===== config.mk =====
export PLATFORM = sky130hd
export DESIGN_NAME = swtc_top
export DESIGN_NICKNAME = d
export VERILOG_FILES = /design/src/hw/swtc_pkg.sv /design/src/hw/swtc_top.sv
export VERILOG_INCLUDE_DIRS = /design/src /design/src/hw
export SDC_FILE = /design/constraint.sdc
export NUM_CORES = 1
export LEC_CHECK = 0
export BUFFER_PORTS_ARGS = -buffer_cell sky130_fd_sc_hd__buf_2
export CORE_ASPECT_RATIO = 1.1
export CORE_MARGIN = 2
export CORE_UTILIZATION = 30
export CTS_CLUSTER_SIZE = 12
export DETAILED_ROUTE_END_ITERATION = 10
export HOLD_SLACK_MARGIN = 0.08
export PLACE_DENSITY = 0.5
export SETUP_SLACK_MARGIN = 0.3
export SYNTH_ARGS = -nofsm -noshare
export SYNTH_HDL_FRONTEND = slang
export SYNTH_SLANG_ARGS = --single-unit

===== constraint.sdc =====
create_clock -name clk -period 11 [get_ports clk]
set_clock_uncertainty 0.1 [all_clocks]
set_input_delay 1.65 -clock clk [delete_from_list [all_inputs] [get_ports clk]]
set_output_delay 1.65 -clock clk [all_outputs]
set_load 0.05 [all_outputs]

===== src/hw/swtc_params.svh =====
/*
 * constants of the scan watchdog / timer / counter unit: offsets of the
 * register port, field positions, reset values and timing counts.
 * assumes a 10 MHz clock and inclusion by bare name.
 */
`ifndef SWTC_PARAMS_SVH
`define SWTC_PARAMS_SVH

// ***********************************************************
// register offsets
// ***********************************************************
`define SWTC_A_CTRL      8'h00
`define SWTC_A_WD_LIMIT  8'h04
`define SWTC_A_STATUS    8'h08
`define SWTC_A_SCAN_MAX  8'h0c
`define SWTC_A_SCAN_MIN  8'h10
`define SWTC_A_SCAN_TIME_CURRENT  8'h14
`define SWTC_A_WD_ELAPSE 8'h18

// ***********************************************************
// control / status fields
// ***********************************************************
`define SWTC_CTRL_RUN    0
`define SWTC_ST_WD_ERR   0
`define SWTC_ST_RUNNING  1
`define SWTC_ST_RESTART  2

// ***********************************************************
// reset values and timing
// ***********************************************************
`define SWTC_WD_LIMIT_RST 16'h00c8
`define SWTC_CLK_HZ       10000000
`define SWTC_TICK_MS      1
`define SWTC_TICK_CYC     (`SWTC_CLK_HZ / 1000 * `SWTC_TICK_MS)
`define SWTC_PFAIL_MS     20

`endif


===== src/hw/swtc_pkg.sv =====
/*
 * types of the scan watchdog / timer / counter unit.
 * assumes swtc_params.svh is available on the include path.
 */
package swtc_pkg;

  typedef enum logic [1:0] {
    SWTC_TMR_ON_DELAY,
    SWTC_TMR_OFF_DELAY,
    SWTC_TMR_PULSE
  } swtc_tmr_mode_t;

  typedef enum logic [1:0] {
    SWTC_CNT_UP,
    SWTC_CNT_DOWN,
    SWTC_CNT_UPDOWN
  } swtc_cnt_mode_t;

  typedef enum logic [1:0] {
    SWTC_ST_IDLE,
    SWTC_ST_RUN,
    SWTC_ST_HALT
  } swtc_run_t;

  // one timer evaluation request from the sequence program
  typedef struct packed {
    logic           eval;
    logic           in;
    swtc_tmr_mode_t mode;
    logic [31:0]    preset_value;
  } swtc_tmr_req_t;

  // one counter evaluation request
  typedef struct packed {
    logic           eval;
    swtc_cnt_mode_t mode;
    logic           count_up_input;
    logic           count_down_input;
    logic           reset;
    logic           preset_load_input;
    logic [31:0]    preset_value;
  } swtc_cnt_req_t;

  // register port
  typedef struct packed {
    logic [7:0]  addr;
    logic [31:0] wdata;
    logic        wr;
    logic        rd;
  } swtc_bus_t;

  typedef struct packed {
    swtc_run_t   run;
    logic        wd_err;
    logic        restarted;
    logic        run_en;
    logic [15:0] wd_limit;
    logic [15:0] wd_elapsed;
    logic [15:0] scan_max;
    logic [15:0] scan_min;
    logic [15:0] scan_time_current;
    logic [15:0] scan_acc;
    logic        scan_seen;
    logic [13:0] tick_cnt;
    logic        tick;
    logic [4:0]  pf_ms;
    logic        pf_long;
    logic [31:0] tmr_elapsed;
    logic        tmr_in_d;
    logic        tmr_active;
    logic        tmr_q;
    logic [31:0] current_count;
    logic        cu_d;
    logic        cd_d;
    logic        cnt_q;
    logic        upper_reached_output;
    logic        lower_reached_output;
    logic        outputs_en;
    logic [31:0] rdata;
  } swtc_state_t;

endpackage : swtc_pkg


===== src/hw/swtc_top.sv =====
/*
 * scan watchdog, scan-time statistics, one time-shared timer slot and one
 * time-shared counter slot; the watchdog and scan-time statistics sit behind a simple register port.
 * assumes a 10 MHz clock, synchronous inputs and a program sequencer that
 * pulses scan_start once per scan and evaluates timers/counters in order.
 */
// The register addresses and the plain strobed port were chosen for this implementation.
`timescale 1ns/1ps
`default_nettype none
`include "swtc_params.svh"

module swtc_top (
  input  wire logic              clk,          // 10 MHz system clock
  input  wire logic              sys_rst,      // async reset, active high
  input  wire logic              clk_en,       // freezes all state when low
  input  wire swtc_pkg::swtc_bus_t bus,        // register port
  output logic [31:0]            rdata,        // read data, cycle after rd
  input  wire logic              scan_start,   // pulse at step 0 of a scan
  input  wire logic              watchdog_restart_request, // clears wd time
  input  wire logic              manual_reset, // front reset switch
  input  wire logic              stop_mode,    // mode switch at STOP
  input  wire logic              power_fail,   // supply below limit
  input  wire swtc_pkg::swtc_tmr_req_t tmr,    // timer evaluation
  input  wire swtc_pkg::swtc_cnt_req_t cnt,    // counter evaluation
  output logic                   run_ok,       // program may execute
  output logic                   outputs_en,   // low forces outputs off
  output logic                   wd_error,     // latched watchdog error
  output logic                   restart_req,  // full restart pending
  output logic [31:0]            tmr_elapsed,  // timer elapsed ms
  output logic                   tmr_q,        // timer output
  output logic [31:0]            current_count,// counter value
  output logic                   cnt_q,        // counter output, 0 in up/down mode
  output logic                   upper_reached_output, // count >= preset
  output logic                   lower_reached_output  // count <= preset
);
  import swtc_pkg::*;

  localparam logic [13:0] TICK_LAST = 14'(`SWTC_TICK_CYC - 1);
  localparam logic [4:0]  PF_LIM    = 5'(`SWTC_PFAIL_MS);
  localparam logic [31:0] MAX32     = 32'hffffffff;
  localparam logic [15:0] MAX16     = 16'hffff;

  swtc_state_t s_r, s_nxt;

  // saturating helpers, used by several counters
  function automatic logic [31:0] sat_inc32(input logic [31:0] v);
    sat_inc32 = (v == MAX32) ? v : v + 32'h1;
  endfunction : sat_inc32

  function automatic logic [15:0] sat_inc16(input logic [15:0] v);
    sat_inc16 = (v == MAX16) ? v : v + 16'h1;
  endfunction : sat_inc16

  // ***********************************************************
  // next-state logic
  // ***********************************************************
  always_comb begin
    logic cu_rise;
    logic cd_rise;
    logic clr_err;
    logic [31:0] cv;
    cu_rise = 1'b0;
    cd_rise = 1'b0;
    clr_err = 1'b0;
    cv      = 32'h0;
    s_nxt   = s_r;
    s_nxt.tick = 1'b0;

    // 1 ms time base
    if (s_r.tick_cnt == TICK_LAST) begin
      s_nxt.tick_cnt = 14'h0;
      s_nxt.tick     = 1'b1;
    end else begin
      s_nxt.tick_cnt = s_r.tick_cnt + 14'h1;
    end

    // register writes; writing 0 to the limit is taken as 1
    if (bus.wr) begin
      case (bus.addr)
        `SWTC_A_CTRL:     s_nxt.run_en = bus.wdata[`SWTC_CTRL_RUN];
        `SWTC_A_WD_LIMIT: s_nxt.wd_limit = (bus.wdata[15:0] == 16'h0) ? 16'h1 : bus.wdata[15:0];
        default: ;
      endcase
    end

    // power-fail length measured in ms; long outage demands a restart
    if (power_fail) begin
      if (s_r.tick && s_r.pf_ms != 5'h1f)
        s_nxt.pf_ms = s_r.pf_ms + 5'h1;
      if (s_r.pf_ms > PF_LIM)
        s_nxt.pf_long = 1'b1;
    end else begin
      s_nxt.pf_ms = 5'h0;
    end

    // run state machine
    // a long outage that ends while halted is a restart as well
    clr_err = manual_reset | stop_mode | s_r.restarted | (s_r.pf_long & ~power_fail);
    case (s_r.run)
      SWTC_ST_IDLE: begin
        s_nxt.restarted = 1'b0;
        if (s_r.run_en && !stop_mode && !power_fail)
          s_nxt.run = SWTC_ST_RUN;
      end
      SWTC_ST_RUN: begin
        if (power_fail) begin
          s_nxt.run = SWTC_ST_RUN;                        // held, output retained
        end else if (s_r.pf_long) begin
          s_nxt.pf_long   = 1'b0;
          s_nxt.restarted = 1'b1;
          s_nxt.run       = SWTC_ST_IDLE;
          s_nxt.scan_seen = 1'b0;
          s_nxt.wd_elapsed = 16'h0;
        end else if (stop_mode || !s_r.run_en) begin
          s_nxt.run = SWTC_ST_IDLE;
        end
        if (s_r.wd_elapsed > s_r.wd_limit) begin
          s_nxt.run    = SWTC_ST_HALT;
          s_nxt.wd_err = 1'b1;
        end
      end
      SWTC_ST_HALT: begin
        if (clr_err) begin
          s_nxt.wd_err = 1'b0;
          // power back after a long outage: full restart, not a resume
          if (s_r.pf_long && !power_fail) begin
            s_nxt.pf_long   = 1'b0;
            s_nxt.restarted = 1'b1;
            s_nxt.scan_seen = 1'b0;
          end
          s_nxt.run    = SWTC_ST_IDLE;
          s_nxt.wd_elapsed = 16'h0;
        end
      end
      default: s_nxt.run = SWTC_ST_IDLE;
    endcase
    s_nxt.outputs_en = (s_nxt.run != SWTC_ST_HALT);

    // watchdog elapsed time and scan accumulation
    if (s_r.run == SWTC_ST_RUN) begin
      if (watchdog_restart_request || scan_start)
        s_nxt.wd_elapsed = 16'h0;
      else if (s_r.tick)
        s_nxt.wd_elapsed = sat_inc16(s_r.wd_elapsed);
      if (scan_start) begin
        s_nxt.scan_acc  = 16'h0;
        s_nxt.scan_seen = 1'b1;
        if (s_r.scan_seen) begin
          s_nxt.scan_time_current = s_r.scan_acc;
          if (s_r.scan_acc > s_r.scan_max)
            s_nxt.scan_max = s_r.scan_acc;
          if (s_r.scan_acc < s_r.scan_min)
            s_nxt.scan_min = s_r.scan_acc;
        end
      end else if (s_r.tick) begin
        s_nxt.scan_acc = sat_inc16(s_r.scan_acc);
      end
    end

    // timer slot: only touched when the program evaluates it
    if (tmr.eval && s_r.run == SWTC_ST_RUN) begin
      s_nxt.tmr_in_d = tmr.in;
      case (tmr.mode)
        SWTC_TMR_ON_DELAY: begin
          if (!tmr.in) begin
            s_nxt.tmr_elapsed = 32'h0;
            s_nxt.tmr_q       = 1'b0;
          end else begin
            if (s_r.tmr_elapsed < tmr.preset_value && s_r.tick)
              s_nxt.tmr_elapsed = sat_inc32(s_r.tmr_elapsed);
            s_nxt.tmr_q = (s_nxt.tmr_elapsed == tmr.preset_value);
          end
        end
        SWTC_TMR_OFF_DELAY: begin
          if (tmr.in) begin
            s_nxt.tmr_q       = 1'b1;
            s_nxt.tmr_elapsed = 32'h0;
          end else if (s_r.tmr_q) begin
            if (s_r.tick)
              s_nxt.tmr_elapsed = sat_inc32(s_r.tmr_elapsed);
            if (s_nxt.tmr_elapsed >= tmr.preset_value)
              s_nxt.tmr_q = 1'b0;
          end
        end
        SWTC_TMR_PULSE: begin
          if (!s_r.tmr_active && tmr.in && !s_r.tmr_in_d) begin
            s_nxt.tmr_active  = 1'b1;
            s_nxt.tmr_q       = 1'b1;
            s_nxt.tmr_elapsed = 32'h0;
          end else if (s_r.tmr_active) begin
            if (s_r.tick)
              s_nxt.tmr_elapsed = sat_inc32(s_r.tmr_elapsed);
            if (s_nxt.tmr_elapsed >= tmr.preset_value) begin
              s_nxt.tmr_q      = 1'b0;
              s_nxt.tmr_active = 1'b0;
            end
          end
        end
        default: s_nxt.tmr_q = 1'b0;
      endcase
    end

    // counter slot: edges against the level seen at the previous evaluation
    if (cnt.eval && s_r.run == SWTC_ST_RUN) begin
      cu_rise = cnt.count_up_input & ~s_r.cu_d;
      cd_rise = cnt.count_down_input & ~s_r.cd_d;
      s_nxt.cu_d = cnt.count_up_input;
      s_nxt.cd_d = cnt.count_down_input;
      cv = s_r.current_count;
      case (cnt.mode)
        SWTC_CNT_UP: begin
          if (cnt.reset)
            cv = 32'h0;
          else if (cu_rise)
            cv = sat_inc32(cv);
          s_nxt.cnt_q = !cnt.reset && (cv >= cnt.preset_value);
        end
        SWTC_CNT_DOWN: begin
          if (cnt.preset_load_input)
            cv = cnt.preset_value;
          else if (cd_rise && cv != 32'h0)
            cv = cv - 32'h1;
          s_nxt.cnt_q = !cnt.preset_load_input && (cv == 32'h0);
        end
        SWTC_CNT_UPDOWN: begin
          if (cnt.reset)
            cv = 32'h0;
          else if (cnt.preset_load_input)
            cv = cnt.preset_value;
          else if (cu_rise && !cd_rise)
            cv = sat_inc32(cv);
          else if (cd_rise && !cu_rise && cv != 32'h0)
            cv = cv - 32'h1;
          s_nxt.cnt_q = 1'b0;
        end
        default: ;
      endcase
      s_nxt.current_count = cv;
      s_nxt.upper_reached_output = (cv >= cnt.preset_value);
      s_nxt.lower_reached_output = (cv <= cnt.preset_value);
    end

    // read data, valid only the cycle after the strobe
    s_nxt.rdata = 32'h0;
    if (bus.rd) begin
      case (bus.addr)
        `SWTC_A_CTRL:      s_nxt.rdata = {31'h0, s_r.run_en};
        `SWTC_A_WD_LIMIT:  s_nxt.rdata = {16'h0, s_r.wd_limit};
        `SWTC_A_STATUS:    s_nxt.rdata = {29'h0, s_r.restarted, (s_r.run == SWTC_ST_RUN), s_r.wd_err};
        `SWTC_A_SCAN_MAX:  s_nxt.rdata = {16'h0, s_r.scan_max};
        `SWTC_A_SCAN_MIN:  s_nxt.rdata = {16'h0, s_r.scan_min};
        `SWTC_A_SCAN_TIME_CURRENT:  s_nxt.rdata = {16'h0, s_r.scan_time_current};
        `SWTC_A_WD_ELAPSE: s_nxt.rdata = {16'h0, s_r.wd_elapsed};
        default:           s_nxt.rdata = 32'h0;
      endcase
    end
  end

  // ***********************************************************
  // state register
  // ***********************************************************
  always_ff @(posedge clk or posedge sys_rst) begin
    if (sys_rst) begin
      s_r          <= '0;
      s_r.run      <= SWTC_ST_IDLE;
      s_r.wd_limit <= `SWTC_WD_LIMIT_RST;
      s_r.scan_min <= 16'hffff;
      s_r.outputs_en <= 1'b1;
      s_r.lower_reached_output <= 1'b1;
    end else if (clk_en) begin
      s_r <= s_nxt;
    end
  end

  // outputs straight from the state flops
  assign rdata                = s_r.rdata;
  assign run_ok               = (s_r.run == SWTC_ST_RUN);
  assign outputs_en           = s_r.outputs_en;
  assign wd_error             = s_r.wd_err;
  assign restart_req          = s_r.restarted;
  assign tmr_elapsed          = s_r.tmr_elapsed;
  assign tmr_q                = s_r.tmr_q;
  assign current_count        = s_r.current_count;
  assign cnt_q                = s_r.cnt_q;
  assign upper_reached_output = s_r.upper_reached_output;
  assign lower_reached_output = s_r.lower_reached_output;
endmodule : swtc_top
`default_nettype wire


==> results, run 1 <==
- The flow ran to the end, and the final reports show no timing, DRC or antenna violations.
- In the finished design, the share of the clock period the worst path needs comes to 61.4%.
- The max-slew violation count came to 0.
- The relative slew slack is 19.7%.
- The worst setup path is of the register to register kind.
- For this run, the post-layout net count is 2955.
- The met1 track demand over resource is 27.8%.
- The die is 255 um wide.
- In this run the clock root is driven by a clkbuf_16.
- The fraction of layout instances using a drive strength above 1 is 15.1%.
- The final-layout setup total negative slack is 0 ns.
- After synthesis, the share of flip-flops with an asynchronous set or reset is 100%.
- The final count of hold timing violations is 0.
- The count of mapped cells out of synthesis is 2609.
- The post-synthesis register bit count is 212.
- The most instantiated library cell after synthesis is nand2_1.
- Setup violations remaining at the end of the flow were counted as 0.
- The number of hold buffers added after CTS was 0.
- Setup repair after global routing left no endpoint under its margin.
- The path class of the tightest hold or removal check is register to register.
- The number of remaining DRC errors is 0.
- The worst supply voltage drop on vdd is 0.000107 V.
- The number of fillers in the final layout is 7297.
- The TritonCTS clock tree is built.
- The sum of routed wire length over all layers is 77500 um.
- After clock tree synthesis, the repair step resized 0 gates.
- Once the floorplan was initialized, standard cells occupied 30.2% of the core.
- The core footprint is 0.0689 sq mm.
- The source-to-sink clock delay at the later pin of the worst-skew pair is 0.63 ns.
- In this run the power density over the cells is 162 mW/mm^2.
- For this run, the leading register cell type out of synthesis is dfrtp_1.
- The transition time at the pin with the least slew margin is 1.20 ns.
- Global routing consumed, on the met2 layer, 36.5% of the routing resources.
- Summed over all cells, the static leakage comes to 0.0104 uW.
- The sum of overflow across all layers after global routing is 0.
- The Yosys step of the flow raised 0 warnings.
- The critical path capture point type is a register.
- Summing the areas of all compound-gate instances in the mapped netlist gives 20.7% of the synthesized area.
- Data arrives at the worst endpoint at 7.17 ns.
- The final weighted congestion in routability-driven placement is 0.934.
- Once detail routing completed, the nets flagged for antenna violations numbered 0.
- The power consumption is 3730 uW.
- The initial antenna violation count came to 9.
- The top fanout value on the critical path is 10.
- The level count of the clock H-tree is 1.
- The total number of clock tree sinks is 212.
- After detailed routing, the average wire length per cell comes to 21.6 um.
- After Yosys synthesis, and, or, nand and nor cells account for 19.7% of the synthesized area.
- Dividing the detail-routed via count by the number of cells gives 5.55.
- Clock-pin slew was measured on the worst setup and hold paths at 0.06 ns.
- The post-synthesis instance area is 0.0208 sq mm.
- The via count of the routed design is 19.9k.
- At the worst endpoint, the required time is 11.42 ns.
- The placed wire-length estimate after detailed placement is 58200 um.
- The number of distinct library cells after synthesis is 76.
- Row generation in the floorplan step produced 101 rows.
- The type of element launching the critical path is a register.
- The dominant cell type by area after synthesis is dfrtp_1.
- The number of maximum-capacitance constraint violations is 0.
- The portion of synthesized area spent on multiplexers is 4.50%.
- The overall die area is 0.0715 sq mm.
- The parity-gate share of the synthesized area counting xor and xnor cells is 8.33%.
- The number of enable flip-flop cells after synthesis is 0.
- The sequential element share of the synthesized area is 25.6%.
- After Yosys synthesis, full adders, half adders and majority gates account for 11.8% of the synthesized area.
- Across every metal layer, demand over resource in global routing totals 21.4%.
- The highest clock rate is 0.148 GHz.
- The mean area per synthesized cell is 7.98 sq um.
- The number of search-and-repair iterations in the first detailed-routing pass is 6.
- The number of port buffers is 196.
- In the synthesized netlist, the cells that appear most often are 230 x nand2_1, 214 x nor2_1, 196 x ha_1, 191 x dfrtp_1, 169 x inv_1.
- The minimum period implied by the final worst setup slack is 6.75 ns.
- The top cell type by area accounts for 23.0% of the synthesized area.
- The number of clock buffers added by TritonCTS is 30.
- The synthesis-to-layout area growth is 11.0%.
- For this run, global-route usage on met3 was measured as 3.06%.
- Buffers added to address setup during post-CTS repair amount to 0.
- In this run the count of I/O pins placed on the die edge is 229.
- The height of the die is 280 um.
- By area, the combinational part of the netlist is dominated by compound AO/OA/AOI/OAI gates.
- The pin count of the biggest net entering global routing is 88.
- The first global-routing pass estimated 119000 um of wire.
- The global-route layer with the greatest usage is met2.
- The number of global-route vias before repair was 20.0k.
- The detailed router finished its first iteration with 1548 violations.
- Yosys attributes the largest share of cell area to dfrtp_1 23%, ha_1 12%, xnor2_1 5.9%, nand2_1 4.1%, mux2_2 4.1%.
- The clock passes through at most 3 buffers.
==> stage by stage <==
stage               instance area (sq um)  hold slack [ns]  std cells  setup slack, ns  utilization [%]
floorplan                           20900            0.346       2624             3.49                -
global placement                    22000            0.364       3529             4.22             31.9
detailed placement                  22000            0.367       3529             4.14             31.9
CTS                                 23100            0.382       3585             4.55             33.5
global route                        23100            0.391       3587             4.20             33.5
finish                              23100            0.374       3587             4.25             33.5
==> power by group <==
part,switching [uW],internal [uW]
clock network,417,675
registers,281,884
logic,972,505
total,1670,2060
==> final cells by class <==
class | instances | area (sq um) | share of cell area [%]
diodes | 2 | 5.00 | 0.0217
clock buffers | 39 | 835 | 3.61
clock inverters | 17 | 270 | 1.17
inverters | 169 | 642 | 2.78
multi-input cells | 1992 | 13600 | 59.0
flip-flops and latches | 212 | 5330 | 23.1
well taps | 927 | 1160 | 5.02
repair buffers | 229 | 1230 | 5.32
==> flip-flops by register name (all words and copies together), names as in the netlist <==
signal                cells
outputs_en                1
current_count            32
rdata                    16
s_r                     125
tmr_elapsed              32
cnt_q                     1
upper_reached_output      1
tmr_q                     1
restart_req               1
lower_reached_output      1
wd_error                  1
==> layout by cell type (no fill, tap or decap), types with 20 or more instances in the layout <==
master,Yosys,routed
a21o_1,75,75
a21oi_1,166,165
a22o_1,21,21
and3_1,35,35
buf_2,4,196
buf_4,97,33
clkbuf_16,0,30
dfrtp_1,191,191
dfstp_2,21,21
ha_1,196,195
inv_1,169,168
mux2_2,76,76
nand2_1,230,230
nand2b_1,24,24
nand3_1,73,73
nand4_1,72,72
nor2_1,214,212
nor2b_1,20,20
nor3_1,54,53
nor4_1,35,34
o211ai_1,24,24
o21ai_0,156,156
o31ai_1,20,20
xnor2_1,140,140
xor2_1,58,58
==> worst paths after layout <==
check	start	endpoint	slack [ns]	cells after the start
setup / recovery	current_count[0]	upper_reached_output	4.25	16
hold / removal	rdata[3]	rdata[3]	0.37	1
setup reg to reg	current_count[0]	upper_reached_output	4.25	16
hold reg to reg	rdata[3]	rdata[3]	0.37	1
max in group asynchronous	sys_rst	s_r[216]	7.58	4
min in group asynchronous	sys_rst	tmr_elapsed[15]	1.04	2
==> cells by family (layout without fill, tap and decap cells) <==
family / count (synthesis) / after routing
compound gates: 658 / 658
xor+xnor: 198 / 198
fa+ha+maj: 196 / 196
buf+inv: 420 / 454
flops: 212 / 212
mux: 84 / 84
other cells: 1 / 18
simple gates: 840 / 840
==> worst max-delay path, cell delays in order, from the launching register on <==
cell and delay, ns:
dfrtp_1 0.54, or4_1 0.69, nor3_1 0.95, o2111ai_1 0.73
nor2_1 0.33, xnor2_1 0.16, o21ai_0 0.20, a221oi_1 0.33
o21ai_0 0.18, mux2_2 0.32, ha_1 0.30, nand4_1 0.09
or2_2 0.31, nor3_1 0.54, o21ai_0 0.39, o211ai_1 0.31
o31a_1 0.19
==> layer usage <==
metal  up-vias  wire, um
met5         -        67
met4        10      2200
met3       143      4900
met2       702     37100
met1      9719     33300
li1       9317         -
Power figures use the tool's default switching activity.
==> inputs of run 2 (changes only) <==
==> constraint.sdc (replaced) <==
create_clock -name clk -period 7.05 [get_ports clk]
set_clock_uncertainty 0.1 [all_clocks]
set_input_delay 1.0575 -clock clk [delete_from_list [all_inputs] [get_ports clk]]
set_output_delay 1.0575 -clock clk [all_outputs]
set_load 0.05 [all_outputs]
==> run 2 against run 1 <==
Flip-flop and latch count is the same. Clock power grew 58%. Non-clock buffer count grew 12. Die area is the same. Utilization grew 0.16 points. Power grew 57%. Routed wire length is essentially flat. Sequential share of layout area shrank 0.11 points. Hold slack gained 0.0029 ns. Critical path depth grew 4. Critical path type unchanged. Largest power group unchanged.
==> results, run 2 (synthesis results as in run 1) <==
- Status: finished, final reports clean (unchanged).
- The total number of clock tree sinks is 212 (unchanged).
- The number of remaining DRC errors came to 0 (unchanged).
- The core footprint was 0.0689 sq mm (unchanged).
- The areal power density over the cells is 252 mW/mm^2 (was 162 mW/mm^2).
- The multi-input logic area is 0.0136 sq mm (about the same).
- The highest layer used for signal routing is met5 (unchanged).
- The max-slew violation count is 0 (unchanged).
- The sum of overflow across all layers after global routing is 0 (unchanged).
- The number of search-and-repair iterations in the first detailed-routing pass is 5 (was 6).
- The net switching fraction of the power is 44.4% (was 44.7%).
- The final-layout setup total negative slack came to 0 ns (unchanged).
- The starting DRC count in detailed routing is 1466 (was 1548).
- The number of maximum-capacitance constraint violations was 0 (unchanged).
- The post-route antenna net violation count is 0 (unchanged).
- The critical register-to-register path startpoint is current_count[21] (was current_count[0]).
- Ordered cell list for the critical path: nor4_1 -> nand3_1 -> o31ai_4 -> nor2_1 -> nand2_1 -> a31oi_1 -> o21ai_0 -> a21oi_1 -> a21oi_1 -> ha_1 -> nor2b_1 -> o21a_1 -> o21a_1 -> o21a_1 -> o21a_1 -> o21ai_0 -> a21oi_1 -> o21ai_0 -> o211ai_1 -> o31a_1 (was or4_1 -> nor3_1 -> o2111ai_1 -> nor2_1 -> xnor2_1 -> o21ai_0 -> a221oi_1 -> o21ai_0 -> mux2_2 -> ha_1 -> nand4_1 -> or2_2 -> nor3_1 -> o21ai_0 -> o211ai_1 -> o31a_1).
- The number of global-route vias before repair is 19.7k (was 20.0k).
- The sequential cell fraction of total power is 30.5% (was 31.2%).
- The post-cts sizing count is 0 (unchanged).
- The critical path launch point is current_count[21] (was current_count[0]).
- The register with the highest flop count is s_r (unchanged).
- The data arrival time at the worst-slack endpoint is 6.46 ns (was 7.17 ns).
- The net count reported at finish is 2967 (was 2955).
- The launch instance of the worst min-delay path is rdata[3] (unchanged).
- The maximum number of buffers from clock root to sink is 3 (unchanged).
- The count of inserted antenna diode cells is 0 (was 2).
- The worst hold-check slack came to 0.377 ns (was 0.374 ns).
- The cell count after placement is 3541 (was 3529).
- The overall die area is 0.0715 sq mm (unchanged).
- The met2 wirelength from detailed routing is 36500 um (was 37100 um).
- The post-CTS setup repair buffer count is 0 (unchanged).
- The initial antenna violation count is 9 (unchanged).
- The static leakage was 0.0105 uW (was 0.0104 uW).
- The delay of the slowest critical-path stage came to 0.72 ns (was 0.95 ns).
- The transition time at the pin with the least slew margin is 1.15 ns (was 1.20 ns).
- The share of total power in combinational logic is 40.1% (was 39.5%).
- The post-route clock period utilization is 86.1% (was 61.4%).
- The number of non-filler instances in the completed layout came to 3597 (was 3587).
- The cell with the largest stage delay on the worst path was nor4_1 (was nor3_1).
- The cell repeated most along the worst path was o21a_1 (was o21ai_0).
- The most common cell after layout, fill and taps aside is nand2_1 (unchanged).
- The clock buffer count from CTS is 30 (unchanged).
- The total global routing track utilization is 21.3% (was 21.4%).
- The source-to-sink clock delay at the later pin of the worst-skew pair was 0.63 ns (about the same).
- The worst endpoint required time is 7.44 ns (was 11.42 ns).
- The sum of routed wire length over all layers is 77500 um (about the same).
- The number of setup violations in the final report is 0 (unchanged).
- The highest clock rate is 0.165 GHz (was 0.148 GHz).
- The worst supply voltage drop on vdd was 0.000198 V (was 0.000107 V).
- The pin count of the biggest net entering global routing is 132 (was 88).
- The top fanout value on the critical path is 19 (was 10).
- The clock input transition at the sequential cells of the worst setup and hold paths is 0.06 ns (about the same).
- The clock root buffer master is clkbuf_16 (unchanged).
- The flip-flop count of the largest register after layout is 125 (unchanged).
- The relative slew slack is 23.0% (was 19.7%).
- The met3 routed wirelength is 4790 um (was 4900 um).
- The detailed-route wire length on metal 1 was 33300 um (about the same).
- The minimum period implied by the final worst setup slack is 6.07 ns (was 6.75 ns).
- The row count is 101 (unchanged).
- The TritonCTS clock tree was built (unchanged).
- The average routed wire per standard cell came to 21.5 um (was 21.6 um).
- The number of port buffers came to 196 (unchanged).
- The fraction of layout instances using a drive strength above 1 is 15.4% (was 15.1%).
- The critical path capture point type was a register (unchanged).
- The I/O pin count is 229 (unchanged).
- The post-layout utilization of the core came to 33.7% (was 33.5%).
- The total net switching power is 2600 uW (was 1670 uW).
- The placed wire-length estimate after detailed placement is 58300 um (was 58200 um).
- The die outline width is 255 um (unchanged).
- Commonest cells after routing, fill and taps aside: 230 x nand2_1, 212 x nor2_1, 196 x buf_2, 195 x ha_1, 191 x dfrtp_1 (unchanged).
- The initial cell density of the core came to 30.2% (unchanged).
- The wire length of the first global-routing pass was 119000 um (about the same).
- The path category of the worst min-delay check is register to register (unchanged).
- The area taken by flip-flops and latches is 0.00533 sq mm (unchanged).
- The final count of hold timing violations is 0 (unchanged).
- The via count of the routed design is 19.8k (was 19.9k).
- The cell internal power dissipation was 3260 uW (was 2060 uW).
- The final weighted congestion in routability-driven placement is 0.929 (was 0.934).
- The type of element launching the critical path is a register (unchanged).
- RSZ-0062 raised after global routing: false (unchanged).
- The number of buffers added to fix hold violations after cts was 0 (unchanged).
- The detail-routed via count per cell came to 5.50 (was 5.55).
- The number of fillers in the final layout came to 7254 (was 7297).
- The synthesis-to-layout area growth came to 11.5% (was 11.0%).
- The clock power share is 29.4% (was 29.2%).
- The critical setup path kind is register to register (unchanged).
- The height of the die is 280 um (unchanged).
- The level count of the clock H-tree was 1 (unchanged).
==> run 2: changes by cell type in the layout (fill, tap and decap cells not counted), moves of 2 or more <==
cell / delta
clkinv_2: -2
clkbuf_1: +2
buf_4: +11
diode_2: -2
clkbuf_8: +2
==> run 2: metrics by stage <==
step,setup WS [ns],cell area [sq um],total power [uW]
finish,0.983,23200,5860
CTS,1.06,23200,5890
global placement,1.16,22100,4100
detailed placement,1.11,22100,4130
floorplan,2.16,20900,3550
global route,0.539,23200,6210
==> run 2: worst max-delay path: cells and delay by family, from the launching register on <==
kind,cells,cell delay (ns)
adders and majority gates,1,0.26
AOI/OAI and AO/OA,14,3.27
and+or+nand+nor,5,1.67
DFF,1,0.64
==> run 2: worst paths after layout <==
check | end | slack, ns | depth (start not counted)
setup / recovery | upper_reached_output | 0.98 | 20
hold / removal | rdata[3] | 0.38 | 1
setup reg to reg | upper_reached_output | 0.98 | 20
hold reg to reg | rdata[3] | 0.38 | 1
max in group asynchronous | current_count[19] | 5.15 | 3
min in group asynchronous | rdata[1] | 0.45 | 2
==> run 2: routing by layer <==
layer,track usage (%),vias to the layer above
li1,-,9330
met1,27.3,9637
met2,35.8,642
met3,3.72,165
met4,7.68,18
met5,0,-
==> run 2: area by class of cell <==
type	count	share of cell area, %
Tap cell	927	5.00
Multi-Input combinational cell	1992	58.7
Clock inverter	13	1.06
Inverter	169	2.75
Sequential cell	212	23.0
Timing Repair Buffer	241	5.74
Clock buffer	43	3.75
==> run 2: power groups by stage <==
| stage | Sequential (uW) | Combinational [uW] | Clock (uW) |
|---|---|---|---|
| floorplan | 1540 | 2000 | 0 |
| global placement | 1790 | 2310 | 0 |
| detailed placement | 1800 | 2330 | 0 |
| CTS | 1780 | 2340 | 1770 |
| global route | 1820 | 2580 | 1810 |
| finish | 1790 | 2350 | 1720 |
==> inputs of run 3 (changes only) <==
--- a/config.mk
+++ b/config.mk
@@ -6,14 +6,15 @@
 export SDC_FILE = /design/constraint.sdc
 export NUM_CORES = 1
 export LEC_CHECK = 0
+export ABC_CLOCK_PERIOD_IN_PS = 7050
 export BUFFER_PORTS_ARGS = -buffer_cell sky130_fd_sc_hd__buf_2
 export CORE_ASPECT_RATIO = 1.1
 export CORE_MARGIN = 2
-export CORE_UTILIZATION = 30
+export CORE_UTILIZATION = 50
 export CTS_CLUSTER_SIZE = 12
 export DETAILED_ROUTE_END_ITERATION = 10
 export HOLD_SLACK_MARGIN = 0.08
-export PLACE_DENSITY = 0.5
+export PLACE_DENSITY = 0.74
 export SETUP_SLACK_MARGIN = 0.3
 export SYNTH_ARGS = -nofsm -noshare
 export SYNTH_HDL_FRONTEND = slang
==> run 3 against run 2 <==
Utilization grew 21 points. Critical path depth stayed put. First-iteration DRC count grew 40%. Critical endpoint unchanged. Largest cell class unchanged. Largest power group unchanged.
==> results, run 3 (synthesis results as in run 1) <==
- The I/O pin count is 229 (unchanged).
- The static leakage is 0.0104 uW (was 0.0105 uW).
- The number of global-route vias before repair is 19.9k (was 19.7k).
- The height of the die is 218 um (was 280 um).
- The post-CTS setup repair buffer count is 0 (unchanged).
- The initial antenna violation count came to 3 (was 9).
- The relative slew slack is 21.3% (was 23.0%).
- The overall die area was 0.0433 sq mm (was 0.0715 sq mm).
- The TritonCTS clock tree is built (unchanged).
- The final-layout setup total negative slack is 0 ns (unchanged).
- The wire length of the first global-routing pass came to 110000 um (was 119000 um).
- The data arrival time at the worst-slack endpoint is 6.35 ns (was 6.46 ns).
- The starting DRC count in detailed routing was 2056 (was 1466).
- Status: finished, final reports clean (unchanged).
- The max-slew violation count came to 0 (unchanged).
- The net count reported at finish is 2972 (was 2967).
- The clock input transition at the sequential cells of the worst setup and hold paths was 0.07 ns (was 0.06 ns).
- RSZ-0062 raised after global routing: false (unchanged).
- The number of search-and-repair iterations in the first detailed-routing pass is 6 (was 5).
- The share of total power in combinational logic is 41.3% (was 40.1%).
- The multi-input logic area is 0.0136 sq mm (about the same).
- The most common cell after layout, fill and taps aside is nand2_1 (unchanged).
- The number of port buffers is 196 (unchanged).
- The number of setup violations in the final report is 0 (unchanged).
- The source-to-sink clock delay at the later pin of the worst-skew pair came to 0.58 ns (was 0.63 ns).
- The worst endpoint required time came to 7.40 ns (was 7.44 ns).
- The row count was 78 (was 101).
- The minimum period implied by the final worst setup slack came to 5.99 ns (was 6.07 ns).
- The top fanout value on the critical path is 19 (unchanged).
- The type of element launching the critical path was a register (unchanged).
- The number of remaining DRC errors came to 0 (unchanged).
- The register with the highest flop count was s_r (unchanged).
- The cell internal power dissipation is 3080 uW (was 3260 uW).
- The final count of hold timing violations is 0 (unchanged).
- The path category of the worst min-delay check is register to register (unchanged).
- The placed wire-length estimate after detailed placement was 52900 um (was 58300 um).
- The launch instance of the worst min-delay path is rdata[4] (was rdata[3]).
- The clock root buffer master is clkbuf_16 (unchanged).
- The net switching fraction of the power is 45.0% (was 44.4%).
- The post-route antenna net violation count came to 0 (unchanged).
- Commonest cells after routing, fill and taps aside: 230 x nand2_1, 213 x nor2_1, 196 x buf_2, 195 x ha_1, 191 x dfrtp_1 (was 230 x nand2_1, 212 x nor2_1, 196 x buf_2, 195 x ha_1, 191 x dfrtp_1).
- The total net switching power is 2520 uW (was 2600 uW).
- The critical path capture point type is a register (unchanged).
- The critical setup path kind is register to register (unchanged).
- The worst supply voltage drop on vdd is 0.000179 V (was 0.000198 V).
- The initial cell density of the core is 50.5% (was 30.2%).
- The critical register-to-register path startpoint is current_count[21] (unchanged).
- The endpoint of the worst hold path is rdata[4] (was rdata[3]).
- The area taken by flip-flops and latches came to 0.00533 sq mm (unchanged).
- The pin count of the biggest net entering global routing is 111 (was 132).
- The number of fillers in the final layout came to 3845 (was 7254).
- The maximum number of buffers from clock root to sink was 3 (unchanged).
- The post-cts sizing count is 0 (unchanged).
- The final weighted congestion in routability-driven placement is 0.986 (was 0.929).
- The sum of routed wire length over all layers is 70700 um (was 77500 um).
- The synthesis-to-layout area growth came to 8.74% (was 11.5%).
- The pre-CTS setup slack is 1.24 ns (was 1.11 ns).
- The average routed wire per standard cell was 21.8 um (was 21.5 um).
- The post-route clock period utilization is 85.0% (was 86.1%).
- The clock buffer count from CTS is 27 (was 30).
- The capture instance of the worst register-to-register path is upper_reached_output (unchanged).
- The post-layout worst setup margin is 1.06 ns (was 0.983 ns).
- The number of stages on the worst hold path is 1 (unchanged).
- The number of maximum-capacitance constraint violations is 0 (unchanged).
- The number of buffers added to fix hold violations after cts is 0 (unchanged).
- The via count of the routed design was 20.5k (was 19.8k).
- The sum of overflow across all layers after global routing is 0 (unchanged).
- The transition time at the pin with the least slew margin is 1.18 ns (was 1.15 ns).
- The core footprint was 0.0412 sq mm (was 0.0689 sq mm).
- The worst reg2reg path depth is 20 (unchanged).
- The areal power density over the cells is 247 mW/mm^2 (was 252 mW/mm^2).
- The clock power share is 26.9% (was 29.4%).
- The total number of clock tree sinks is 212 (unchanged).
- The detail-routed via count per cell came to 6.32 (was 5.50).
- The level count of the clock H-tree came to 1 (unchanged).
- The highest clock rate was 0.167 GHz (was 0.165 GHz).
- The total global routing track utilization is 32.2% (was 21.3%).
- The sequential cell fraction of total power is 31.9% (was 30.5%).
- The die outline width is 199 um (was 255 um).
- The flip-flop count of the largest register after layout is 125 (unchanged).
- The fraction of layout instances using a drive strength above 1 is 15.4% (about the same).
- The setup slack of the worst register-to-register path was 1.06 ns (was 0.98 ns).
==> run 3: changes by cell type in the layout (fill, tap and decap cells not counted), sizes merged <==
cell      delta
buf          +8
diode        +3
clkbuf       -7
clkinvlp     -1
bufinv       -2
inv          +2
clkinv       +2
==> run 3: power by group through the flow <==
| stage | logic (uW) | registers [uW] | clock network (uW) |
|---|---|---|---|
| after floorplan | 2000 | 1540 | 0 |
| after global placement | 2220 | 1770 | 0 |
| after detailed placement | 2260 | 1790 | 0 |
| after CTS | 2280 | 1770 | 1530 |
| after global routing | 2510 | 1810 | 1570 |
| final | 2310 | 1780 | 1500 |
==> run 3: worst max-delay path by stage <==
stage / depth (start not counted) / to / from
2_1_floorplan: 22 / upper_reached_output / cnt[35]
3_3_place_gp: 24 / upper_reached_output / cnt[35]
3_5_place_dp: 24 / upper_reached_output / cnt[35]
4_1_cts: 20 / upper_reached_output / current_count[21]
5_1_grt: 20 / upper_reached_output / current_count[21]
6_report: 20 / upper_reached_output / current_count[21]
==> run 3: layout make-up <==
| type | count | area share [%] |
|---|---|---|
| clock inverter | 14 | 0.863 |
| clock buffer | 36 | 3.31 |
| tap | 560 | 3.10 |
| multi-input combinational | 1992 | 60.2 |
| antenna | 3 | 0.0332 |
| sequential | 212 | 23.6 |
| timing repair buffer | 249 | 6.15 |
| inverter | 169 | 2.82 |
==> run 3: worst max-delay path: stages (launching register included) <==
cell      delay [ns]
dfrtp_1         0.60
nor4_1          0.72
nand3_1         0.34
o31ai_4         0.56
nor2_1          0.31
nand2_1         0.13
a31oi_1         0.09
o21ai_0         0.17
a21oi_1         0.11
a21oi_1         0.17
ha_1            0.28
nor2b_1         0.14
o21a_1          0.16
o21a_1          0.16
o21a_1          0.16
o21a_1          0.16
o21ai_0         0.28
a21oi_1         0.12
o21ai_0         0.45
o211ai_1        0.30
o31a_1          0.35
==> run 3: layer usage <==
metal / wire, um / part of all wire, % / global-route usage [%]
met5: 8 / 0.011 / 0
met4: 4210 / 6.0 / 18.0
met3: 5930 / 8.4 / 4.66
met1: 28900 / 41 / 41.9
met2: 31600 / 45 / 51.2
==> run 3: per-stage QoR <==
stage / total power, uW / utilization [%] / std cells / area [sq um] / hold slack [ns]
after floorplan: 3550 / - / 2624 / 20900 / 0.346
after global placement: 4000 / 52.6 / 3182 / 21700 / 0.361
after detailed placement: 4050 / 52.6 / 3182 / 21700 / 0.363
after CTS: 5570 / 54.9 / 3232 / 22600 / 0.382
after global routing: 5900 / 54.9 / 3233 / 22600 / 0.395
final: 5600 / 54.9 / 3235 / 22600 / 0.376
